--- src/core/iaf_pkg.sv ---
// constants, types and address map of the indirect addressing and flags unit
// assumes one core clock; all addresses are 12-bit data-space byte addresses, offsets are 3-bit
package iaf_pkg;
    localparam int          AW           = 12;
    localparam int          DW           = 8;
    localparam int          PTR_COUNT    = 3;
    localparam logic [11:0] PTR_RESET    = 12'h000;
    localparam logic [7:0]  FLAGS_RESET  = 8'h00;
    localparam logic [7:0]  NULL_READ    = 8'h00;
    // register window: three pointer blocks of eight, then the flags byte
    localparam logic [11:0] PTR_BASE     = 12'hfe0;
    localparam logic [11:0] FLAGS_ADDR   = 12'hff8;
    localparam logic [2:0]  OFS_PLAIN    = 3'h0;
    localparam logic [2:0]  OFS_INDIRECT_LOC_A  = 3'h1;
    localparam logic [2:0]  OFS_INDIRECT_LOC_B  = 3'h2;
    localparam logic [2:0]  OFS_INDIRECT_LOC_C   = 3'h3;
    localparam logic [2:0]  OFS_INDEXED  = 3'h4;
    localparam logic [2:0]  OFS_LOW      = 3'h5;
    localparam logic [2:0]  OFS_HIGH     = 3'h6;
    // flag bit positions
    localparam int          FLAG_C       = 0;
    localparam int          FLAG_DC      = 1;
    localparam int          FLAG_Z       = 2;
    localparam int          FLAG_OV      = 3;
    localparam int          FLAG_N       = 4;
    localparam logic [4:0]  MASK_ARITH   = 5'h1f;
    localparam logic [4:0]  MASK_ROTATE  = 5'h17;
    localparam logic [4:0]  MASK_LOGIC   = 5'h14;
    localparam logic [4:0]  MASK_NONE    = 5'h00;

    typedef enum logic [2:0] {
        ALU_NONE  = 3'h0,
        ALU_ADD   = 3'h1,
        ALU_SUB   = 3'h2,
        ALU_LOGIC = 3'h3,
        ALU_ROR   = 3'h4,
        ALU_ROL   = 3'h5
    } iaf_alu_op_t;

    typedef struct packed {
        iaf_alu_op_t op;
        logic [7:0]  a;
        logic [7:0]  b;
        logic [7:0]  res;
    } iaf_alu_t;

    typedef struct packed {
        logic [11:0] addr;
        logic [7:0]  wdata;
        logic        wr;
        logic        rd;
    } iaf_mem_req_t;

    typedef struct packed {
        logic       hit;
        logic [1:0] idx;
        logic [2:0] ofs;
    } iaf_dec_t;
endpackage

--- src/core/iaf_core.sv ---
// indirect data-memory addressing unit with the arithmetic flags register
// assumes a data memory that returns read data in the cycle after mem.rd
// Summary of operation
// three 12-bit pointers, each held as a low and a high byte
// access to a virtual location really touches memory at the pointer
// indirect read landing on a virtual location returns 00h, sets zero
// indirect write landing on a virtual location does nothing, flags kept
// five virtual locations per pointer select how the pointer changes
// post-decrement uses pointer, then subtracts one
// post-increment uses pointer, then adds one
// pre-increment adds one first and uses the new value
// indexed adds signed working register; pointer and register unchanged
// pointer steps never touch any arithmetic flag
// steps act on all 12 bits, carrying between the bytes
// a write to a pointer byte beats that pointer's own step
// flags in bits 4..0 are N, OV, Z, DC, C; bits 7..5 read zero
// flag bits updated by an instruction ignore direct writes that cycle
// negative flag follows the result sign
// overflow flag marks signed overflow into bit 7
// zero flag set on a zero result, cleared otherwise
// digit carry from bit 3 carry-out; rotates load it from bit 4 or 3
// carry from bit 7 carry-out; rotates load it from the outgoing bit
// subtraction adds the two's complement, so carries mean no borrow
//
// The address map and the plain strobed port were left to the implementer.
`timescale 1ns/100ps
`default_nettype none
module iaf_core #(
    parameter int NPTR = iaf_pkg::PTR_COUNT
) (
    input  wire logic                mclk,
    input  wire logic                rst_n,
    input  wire logic                ce,
    input  wire logic [11:0]         bus_addr,
    input  wire logic [7:0]          bus_wdata,
    input  wire logic                bus_wr,
    input  wire logic                bus_rd,
    output logic      [7:0]          bus_rdata,
    input  wire logic [7:0]          working_register,
    input  wire iaf_pkg::iaf_alu_t   alu,
    output iaf_pkg::iaf_mem_req_t    mem,
    input  wire logic [7:0]          mem_rdata,
    output logic      [7:0]          arith_flags
);
    import iaf_pkg::*;

    function automatic iaf_dec_t decode(input logic [11:0] a);
        iaf_dec_t d;
        d.idx = a[4:3];
        d.ofs = a[2:0];
        d.hit = (a[11:5] == PTR_BASE[11:5]) && (int'(a[4:3]) < NPTR);
        return d;
    endfunction

    function automatic logic is_virtual(input iaf_dec_t d);
        return d.hit && (d.ofs <= OFS_INDEXED);
    endfunction

    // pointer storage, 12 bits each
    logic [11:0] mem_pointer      [NPTR];
    logic [11:0] next_mem_pointer [NPTR];
    logic [4:0]  flags;
    logic [4:0]  next_flags;
    logic        rd_local;
    logic [7:0]  rd_val;

    wire logic        acc_rd = ce && bus_rd;
    wire logic        acc_wr = ce && bus_wr;
    wire iaf_dec_t    dd     = decode(bus_addr);
    // address of the access picks the pointer and its mode
    wire logic        via    = (acc_rd || acc_wr) && is_virtual(dd);
    wire logic [2:0]  mode   = dd.ofs;

    logic [11:0] cur;
    always_comb begin
        cur = PTR_RESET;
        for (int i = 0; i < NPTR; i++) begin
            if (int'(dd.idx) == i) begin
                cur = mem_pointer[i];
            end
        end
    end

    wire logic [11:0] sx_working_register  = {{4{working_register[7]}}, working_register};
    // pre-increment address is the stepped value
    wire logic [11:0] pre_addr = cur + 12'h001;
    // indexed address adds the signed working register
    wire logic [11:0] idx_addr = cur + sx_working_register;
    // indirect access is redirected to the pointer contents
    wire logic [11:0] ea = !via ? bus_addr :
                           (mode == OFS_INDIRECT_LOC_C)  ? pre_addr :
                           (mode == OFS_INDEXED) ? idx_addr : cur;

    wire iaf_dec_t    td        = decode(ea);
    wire logic        tgt_null  = via && is_virtual(td);
    wire logic        tgt_flags = (ea == FLAGS_ADDR);
    wire logic        tgt_local = td.hit || tgt_flags || (ea[11:5] == PTR_BASE[11:5]);
    wire logic        null_rd   = acc_rd && tgt_null;
    wire logic        ptr_wr    = acc_wr && td.hit && (td.ofs == OFS_LOW || td.ofs == OFS_HIGH);

    // a write landing on a virtual location reaches nothing
    assign mem.addr  = ea;
    assign mem.wdata = bus_wdata;
    assign mem.wr    = acc_wr && !tgt_local;
    assign mem.rd    = acc_rd && !tgt_local;

    generate
        for (genvar i = 0; i < NPTR; i++) begin : g_ptr
            wire logic wr_lo = ptr_wr && (int'(td.idx) == i) && (td.ofs == OFS_LOW);
            wire logic wr_hi = ptr_wr && (int'(td.idx) == i) && (td.ofs == OFS_HIGH);
            wire logic step  = via && (int'(dd.idx) == i);
            always_comb begin
                // explicit byte write first, step only otherwise
                if (wr_lo) begin
                    next_mem_pointer[i] = {mem_pointer[i][11:8], bus_wdata};
                end else if (wr_hi) begin
                    next_mem_pointer[i] = {bus_wdata[3:0], mem_pointer[i][7:0]};
                end else if (step && mode == OFS_INDIRECT_LOC_A) begin
                    // decrement after use; R11: full 12-bit borrow
                    next_mem_pointer[i] = mem_pointer[i] - 12'h001;
                end else if (step && (mode == OFS_INDIRECT_LOC_B || mode == OFS_INDIRECT_LOC_C)) begin
                    // increment, after use or before it for pre-increment; R11: full 12-bit carry
                    next_mem_pointer[i] = mem_pointer[i] + 12'h001;
                end else begin
                    next_mem_pointer[i] = mem_pointer[i];
                end
            end
            always_ff @(posedge mclk) begin
                if (!rst_n) begin
                    mem_pointer[i] <= PTR_RESET;
                end else if (ce) begin
                    mem_pointer[i] <= next_mem_pointer[i];
                end
            end
        end
    endgenerate

    // local read value for pointer bytes and flags
    logic [11:0] tptr;
    always_comb begin
        tptr = PTR_RESET;
        for (int i = 0; i < NPTR; i++) begin
            if (int'(td.idx) == i) begin
                tptr = mem_pointer[i];
            end
        end
    end
    wire logic [7:0] local_val =
        tgt_null                           ? NULL_READ :
        tgt_flags                          ? {3'h0, flags} :
        (td.hit && td.ofs == OFS_LOW)      ? tptr[7:0] :
        (td.hit && td.ofs == OFS_HIGH)     ? {4'h0, tptr[11:8]} : NULL_READ;

    // flag arithmetic
    // subtract as a plus inverted b plus one
    wire logic        is_sub = (alu.op == ALU_SUB);
    wire logic [7:0]  b_eff  = is_sub ? ~alu.b : alu.b;
    wire logic [8:0]  sum9   = {1'b0, alu.a} + {1'b0, b_eff} + {8'h00, is_sub};
    wire logic [4:0]  sum5   = {1'b0, alu.a[3:0]} + {1'b0, b_eff[3:0]} + {4'h0, is_sub};
    wire logic [7:0]  ror_v  = {flags[FLAG_C], alu.a[7:1]};
    wire logic [7:0]  rol_v  = {alu.a[6:0], flags[FLAG_C]};
    wire logic        is_rot = (alu.op == ALU_ROR) || (alu.op == ALU_ROL);
    wire logic [7:0]  result = (alu.op == ALU_ADD || is_sub) ? sum9[7:0] :
                               (alu.op == ALU_ROR) ? ror_v :
                               (alu.op == ALU_ROL) ? rol_v : alu.res;
    wire logic [4:0]  alu_mask = (alu.op == ALU_ADD || is_sub) ? MASK_ARITH :
                                 is_rot ? MASK_ROTATE :
                                 (alu.op == ALU_LOGIC) ? MASK_LOGIC : MASK_NONE;
    logic [4:0] alu_flags;
    always_comb begin
        // sign of result
        alu_flags[FLAG_N]  = result[7];
        // operands agree in sign, result differs
        alu_flags[FLAG_OV] = (alu.a[7] == b_eff[7]) && (sum9[7] != alu.a[7]);
        // zero detect
        alu_flags[FLAG_Z]  = (result == 8'h00);
        // nibble carry, or bit 4 / bit 3 of the source on rotates
        alu_flags[FLAG_DC] = (alu.op == ALU_ROR) ? alu.a[4] :
                             (alu.op == ALU_ROL) ? alu.a[3] : sum5[4];
        // carry out of bit 7, or the bit rotated out
        alu_flags[FLAG_C]  = (alu.op == ALU_ROR) ? alu.a[0] :
                             (alu.op == ALU_ROL) ? alu.a[7] : sum9[8];
    end

    // bits the instruction computes are closed to the direct write
    wire logic [4:0] wsel = (acc_wr && tgt_flags && !tgt_null) ? ~alu_mask : MASK_NONE;
    wire logic [4:0] f_w  = (flags & ~wsel) | (bus_wdata[4:0] & wsel);
    // null read raises zero unless the instruction computes it
    wire logic [4:0] f_z  = null_rd ? (f_w | 5'h04) : f_w;
    // pointer steps do not feed this path
    wire logic [4:0] alu_upd = ce ? alu_mask : MASK_NONE;
    assign next_flags = (f_z & ~alu_upd) | (alu_flags & alu_upd);

    always_ff @(posedge mclk) begin
        if (!rst_n) begin
            flags <= FLAGS_RESET[4:0];
        end else if (ce) begin
            flags <= next_flags;
        end
    end

    always_ff @(posedge mclk) begin
        if (!rst_n) begin
            rd_local <= 1'b0;
            rd_val   <= NULL_READ;
        end else if (ce) begin
            rd_local <= acc_rd && tgt_local;
            rd_val   <= local_val;
        end
    end

    // memory data is already registered inside the memory
    assign bus_rdata = rd_local ? rd_val : mem_rdata;
    // upper three bits unimplemented
    assign arith_flags = {3'h0, flags};
endmodule
`default_nettype wire

--- config.mk ---
export PLATFORM = sky130hd
export DESIGN_NAME = iaf_core
export DESIGN_NICKNAME = d
export VERILOG_FILES = /design/src/core/iaf_pkg.sv /design/src/core/iaf_core.sv
export SDC_FILE = /design/constraint.sdc
export NUM_CORES = 1
export LEC_CHECK = 0
export ABC_AREA = 1
export BUFFER_PORTS_ARGS = -buffer_cell sky130_fd_sc_hd__buf_4
export CORE_ASPECT_RATIO = 1.2
export CORE_MARGIN = 3
export CORE_UTILIZATION = 25
export CTS_CLUSTER_DIAMETER = 30
export CTS_CLUSTER_SIZE = 30
export DETAILED_ROUTE_END_ITERATION = 16
export PLACE_DENSITY = 0.46
export SETUP_SLACK_MARGIN = 0.05
export SLEW_MARGIN = 15
export SYNTH_ARGS = -nofsm -noshare
export SYNTH_HDL_FRONTEND = slang
export SYNTH_SLANG_ARGS = --single-unit
--- constraint.sdc ---
create_clock -name mclk -period 4.8 [get_ports mclk]
set_clock_uncertainty 0.1 [all_clocks]
set_input_delay 0.24 -clock mclk [delete_from_list [all_inputs] [get_ports mclk]]
set_output_delay 0.24 -clock mclk [all_outputs]
set_load 0.1 [all_outputs]
# After elaboration in Yosys (flattened, before gate mapping)
# Memory sizes are Yosys's and may differ from the RTL's.
# Index checks and enable logic that the tools add are counted.
# totals
inputBits	68
word_cells	149
memories	1
mem_bits_rw	36
reg_bits	14
# memory_table
name	words	width	rd	rd_ports_with_merged_regs	write_ports	line	rtl
mem_pointer	3	12	3	0	3	iaf_core.sv:60	logic [11:0] mem_pointer [NPTR];
# op_classes
n_eq_ne	20
mux	47
n_addsub	12
bitwise_logic	13
reduce_logical	49
magnitude_cmp	4
# op_table
op	count
two-way mux 12 bit	24
two-way mux 8 bit	8
adder 12 x 1 -> 12 bit (second input constant)	4
logical AND 1 bit	37
subtractor 12 x 1 -> 12 bit (second input constant)	3
two-way mux 5 bit	5
bitwise AND 5 bit	4
== test 3 bit (second input constant)	5
inverter 5 bit	3
== test 7 bit (second input constant)	2
adder 12 bit	1
== test 12 bit (second input constant)	1
== test 3 x 2 -> 1 bit (second input constant)	4
OR 5 bit	2
adder 8 x 8 -> 9 bit	1
adder 9 x 1 -> 9 bit	1
== test 2 bit (second input constant)	4
zero test 8 bit	1
two-way mux 1 bit	8
inverter 8 bit	1
logical OR 1 bit	7
== test 3 x 1 -> 1 bit (second input constant)	2
<= comparator 3 bit (second input constant)	2
adder 4 x 4 -> 5 bit	1
9 further kinds	14

# Logic depth before layout (Yosys ltp)
# logic_depth
ltp_word	21
ltp_mapped	28
mapped_depth_nobuf	28

# Worst setup path before layout
# OpenSTA, ideal clock, no wires.
# synth_timing
path_type	input-to-reg
from	in bus_addr[3]
to	mem mem_pointer[2][0] (enable)
t_arrival_ns	4.595
required_ns	4.330
slack_ns	-0.266
cell_stages	23
cell_sequence	buf_4 > nor2_4 > nand2_1 > nand3_2 > inv_2 > ha_1 > inv_1 > nand2_1 > nand3_1 > nand2_1 > nand2_1 > nand2_1 > nand2_1 > a21oi_1 > a21boi_1 > nand2_1 > nor2_1 > nand3_2 > nor2_8 > nand3_4 > nand2_4 > nor2_1 > nor2_1
# synth_lines
element	line	rtl
start, declared	iaf_core.sv:34	input wire logic [11:0] bus_addr,
end, declared	iaf_core.sv:60	

==> impl_metrics.json <==
{
  "status": "completed",
  "post-cts-setup-buffers": 0,
  "dp_hpwl_um": 22700,
  "maxCapViolations": 0,
  "synth_warnings": 0,
  "hold_path.startpoint": "rst_n",
  "syn_area_per_cell_um2": 6.31,
  "setup_ws_ns": 0.453,
  "cp-start-kind": "flip-flop",
  "min_period_ns": 4.35,
  "cts_tree": "done",
  "ir_drop_v": 0.000143,
  "reg2reg_depth": 27,
  "power_density_mw_per_mm2": 194,
  "syn-cell-area_mm2": 0.00707,
  "grt_pass1_vias": 7502,
  "core_mm2": 0.0275,
  "pre_cts_slack_ns": 0.279,
  "synth-seq-cells": 50,
  "root_buffer": "clkbuf_16",
  "slew_viol_final": 0,
  "arrival_ns": 4.25,
  "avgViaCountPerCell": 4.77,
  "synth_cells": 1120,
  "grt_pass1_wl_um": 41500,
  "synth_area_leaders": "nand2_1, edfxtp_1, ha_1",
  "crit_top_cell": "nand2_1",
  "drc": 0,
  "yosysUniqueCellTypes": 59,
  "drtAntennaViolNets": 0,
  "synthTopCellsByCount": "nand2_1, inv_1, nor2_1, nand3_1, a21oi_1",
  "area_growth_pct": 19.7,
  "utilization_pct": 30.8,
  "grt_max_degree": 22,
  "grt.overflow.total": 0,
  "drt-initial-drc-count": 491,
  "die-height_um": 190,
  "drt-total-wl_um": 26900,
  "hp-class": "in -> reg",
  "numCtsBuffers": 5,
  "ys_async_sr_fraction_pct": 0,
  "crit_path_max_incr_delay_ns": 0.40,
  "max_freq_mhz": 230,
  "hold_depth": 3,
  "cp_max_fo": 9,
  "grt_setup_unrepaired": "false",
  "crit_required_ns": 4.70,
  "yosysMostFrequentCell": "nand2_1",
  "tns_ns": 0,
  "nNetsFinal": 1345,
  "dieArea_mm2": 0.0303,
  "antennaDiodeCount": 0,
  "r2r_start": "mem_pointer[0][0]",
  "grt_use_total_pct": 17.3,
  "fin_crit_sh_pct": 90.6,
  "crit_slowest_cell": "edfxtp_1",
  "finalHoldViolations": 0,
  "gp_congestion": 0.917,
  "start_util_pct": 25.7,
  "p_leak_nw": 4.21,
  "critPathKind": "reg -> reg",
  "io_buffers": 102,
  "worst_pin_slew_ns": 0.921,
  "post-synth-top-area-cell": "nand2_1",
  "ys_seq_area_share_pct": 19.3,
  "clkLatencyLatePin_ns": 0.30,
  "num_vias": 7629,
  "yosysTopAreaCellShare_pct": 16.8,
  "io_pins": 106,
  "clk_pin_slew_ns": 0.07,
  "wl_per_cell_um": 16.8,
  "cts_htree_levels": 2,
  "cts_sinks": 50,
  "setup_viol": 0,
  "relSlewSlack_pct": 38.5,
  "critPathCaptureType": "flip-flop",
  "rows": 66,
  "synth_edf_count": 36,
  "post_cts_resize_count": 0,
  "cp-startpoint": "mem_pointer[0][0]",
  "grt_antenna_before_repair": 0,
  "drive_gt1_share_pct": 16.3,
  "fp.dieW_um": 159,
  "clockBufferDepth": 2,
  "ys.flop_type": "edfxtp_1",
  "dr.pass1.iters": 5,
  "holdBufCountCts": 0
}
cells in the final DEF (no fill, tap or decap), drive strengths merged, types with 3 or more instances in the layout:
master / instances
a21oi: 84
a31oi: 3
buf: 118
clkbuf: 5
clkinv: 7
conb: 3
dfxtp: 14
edfxtp: 36
fa: 5
ha: 49
inv: 162
nand2: 326
nand3: 103
nand3b: 6
nand4: 19
nor2: 122
nor3: 19
o21ai: 59
o21bai: 6
o221ai: 7
o22ai: 7
o31ai: 3
xnor2: 13
xor2: 29
cell families (layout without fill, tap and decap cells):
| kind of cell | after synthesis | count (layout) | synth area share (%) |
|---|---|---|---|
| AND/OR/NAND/NOR | 599 | 599 | 39.1 |
| buffers and inverters | 192 | 294 | 11.3 |
| AO/OA/AOI/OAI | 182 | 182 | 15.0 |
| adder cells (fa/ha/maj) | 54 | 54 | 10.1 |
| flip-flops | 50 | 50 | 19.3 |
| XOR/XNOR | 42 | 42 | 5.20 |
| other | 1 | 3 | 0.0531 |
final timing paths:
| path | slack, ns | to |
|---|---|---|
| max | 0.45 | mem_pointer[2][6] |
| min | 0.19 | flip-flop |
| max reg2reg | 0.45 | mem_pointer[2][6] |
| min reg2reg | 0.36 | rd_val[0] |
stage by stage:
step,instance area (um2),cells,total power [mW],hold WS [ns]
2_1_floorplan,7080,1122,1.02,0.278
3_3_place_gp,8280,1590,1.24,0.343
3_5_place_dp,8280,1590,1.24,0.341
4_1_cts,8450,1598,1.65,0.178
5_1_grt,8460,1598,1.74,0.188
6_report,8460,1598,1.64,0.188
cell type report:
cell class | count | area [um2]
clock buffers | 5 | 125
clock inverters | 3 | 43.8
fillers | 3101 | 19000
inverters | 168 | 641
multi-input cells | 880 | 4930
flip-flops and latches | 50 | 1360
well taps | 374 | 468
repair buffers | 118 | 886
flip-flops by register name (all words and copies together) (netlist names), named ones only:
signal	count
rd_local	1
flags	1
rd_val	8
mem_pointer	36
worst max-delay path, delay by kind of cell (launching register included):
family	cells	cell delay (ns)
adder cells (fa/ha/maj)	2	0.66
buffers and inverters	6	0.71
AND/OR/NAND/NOR	19	2.19
flip-flops	1	0.40
report_power, final:
group | switching (mW) | internal [mW]
combinational | 0.481 | 0.218
sequential | 0.0393 | 0.493
clock | 0.166 | 0.247
metal layers:
metal / up-vias / wire length (um) / global-route usage (%)
met5: - / 0 / 0
met4: 0 / 745 / 5.46
met3: 47 / 749 / 1.42
met2: 168 / 13700 / 32.6
met1: 3532 / 11700 / 20.7
li1: 3882 / - / -
(Power assumes the default switching activity.)
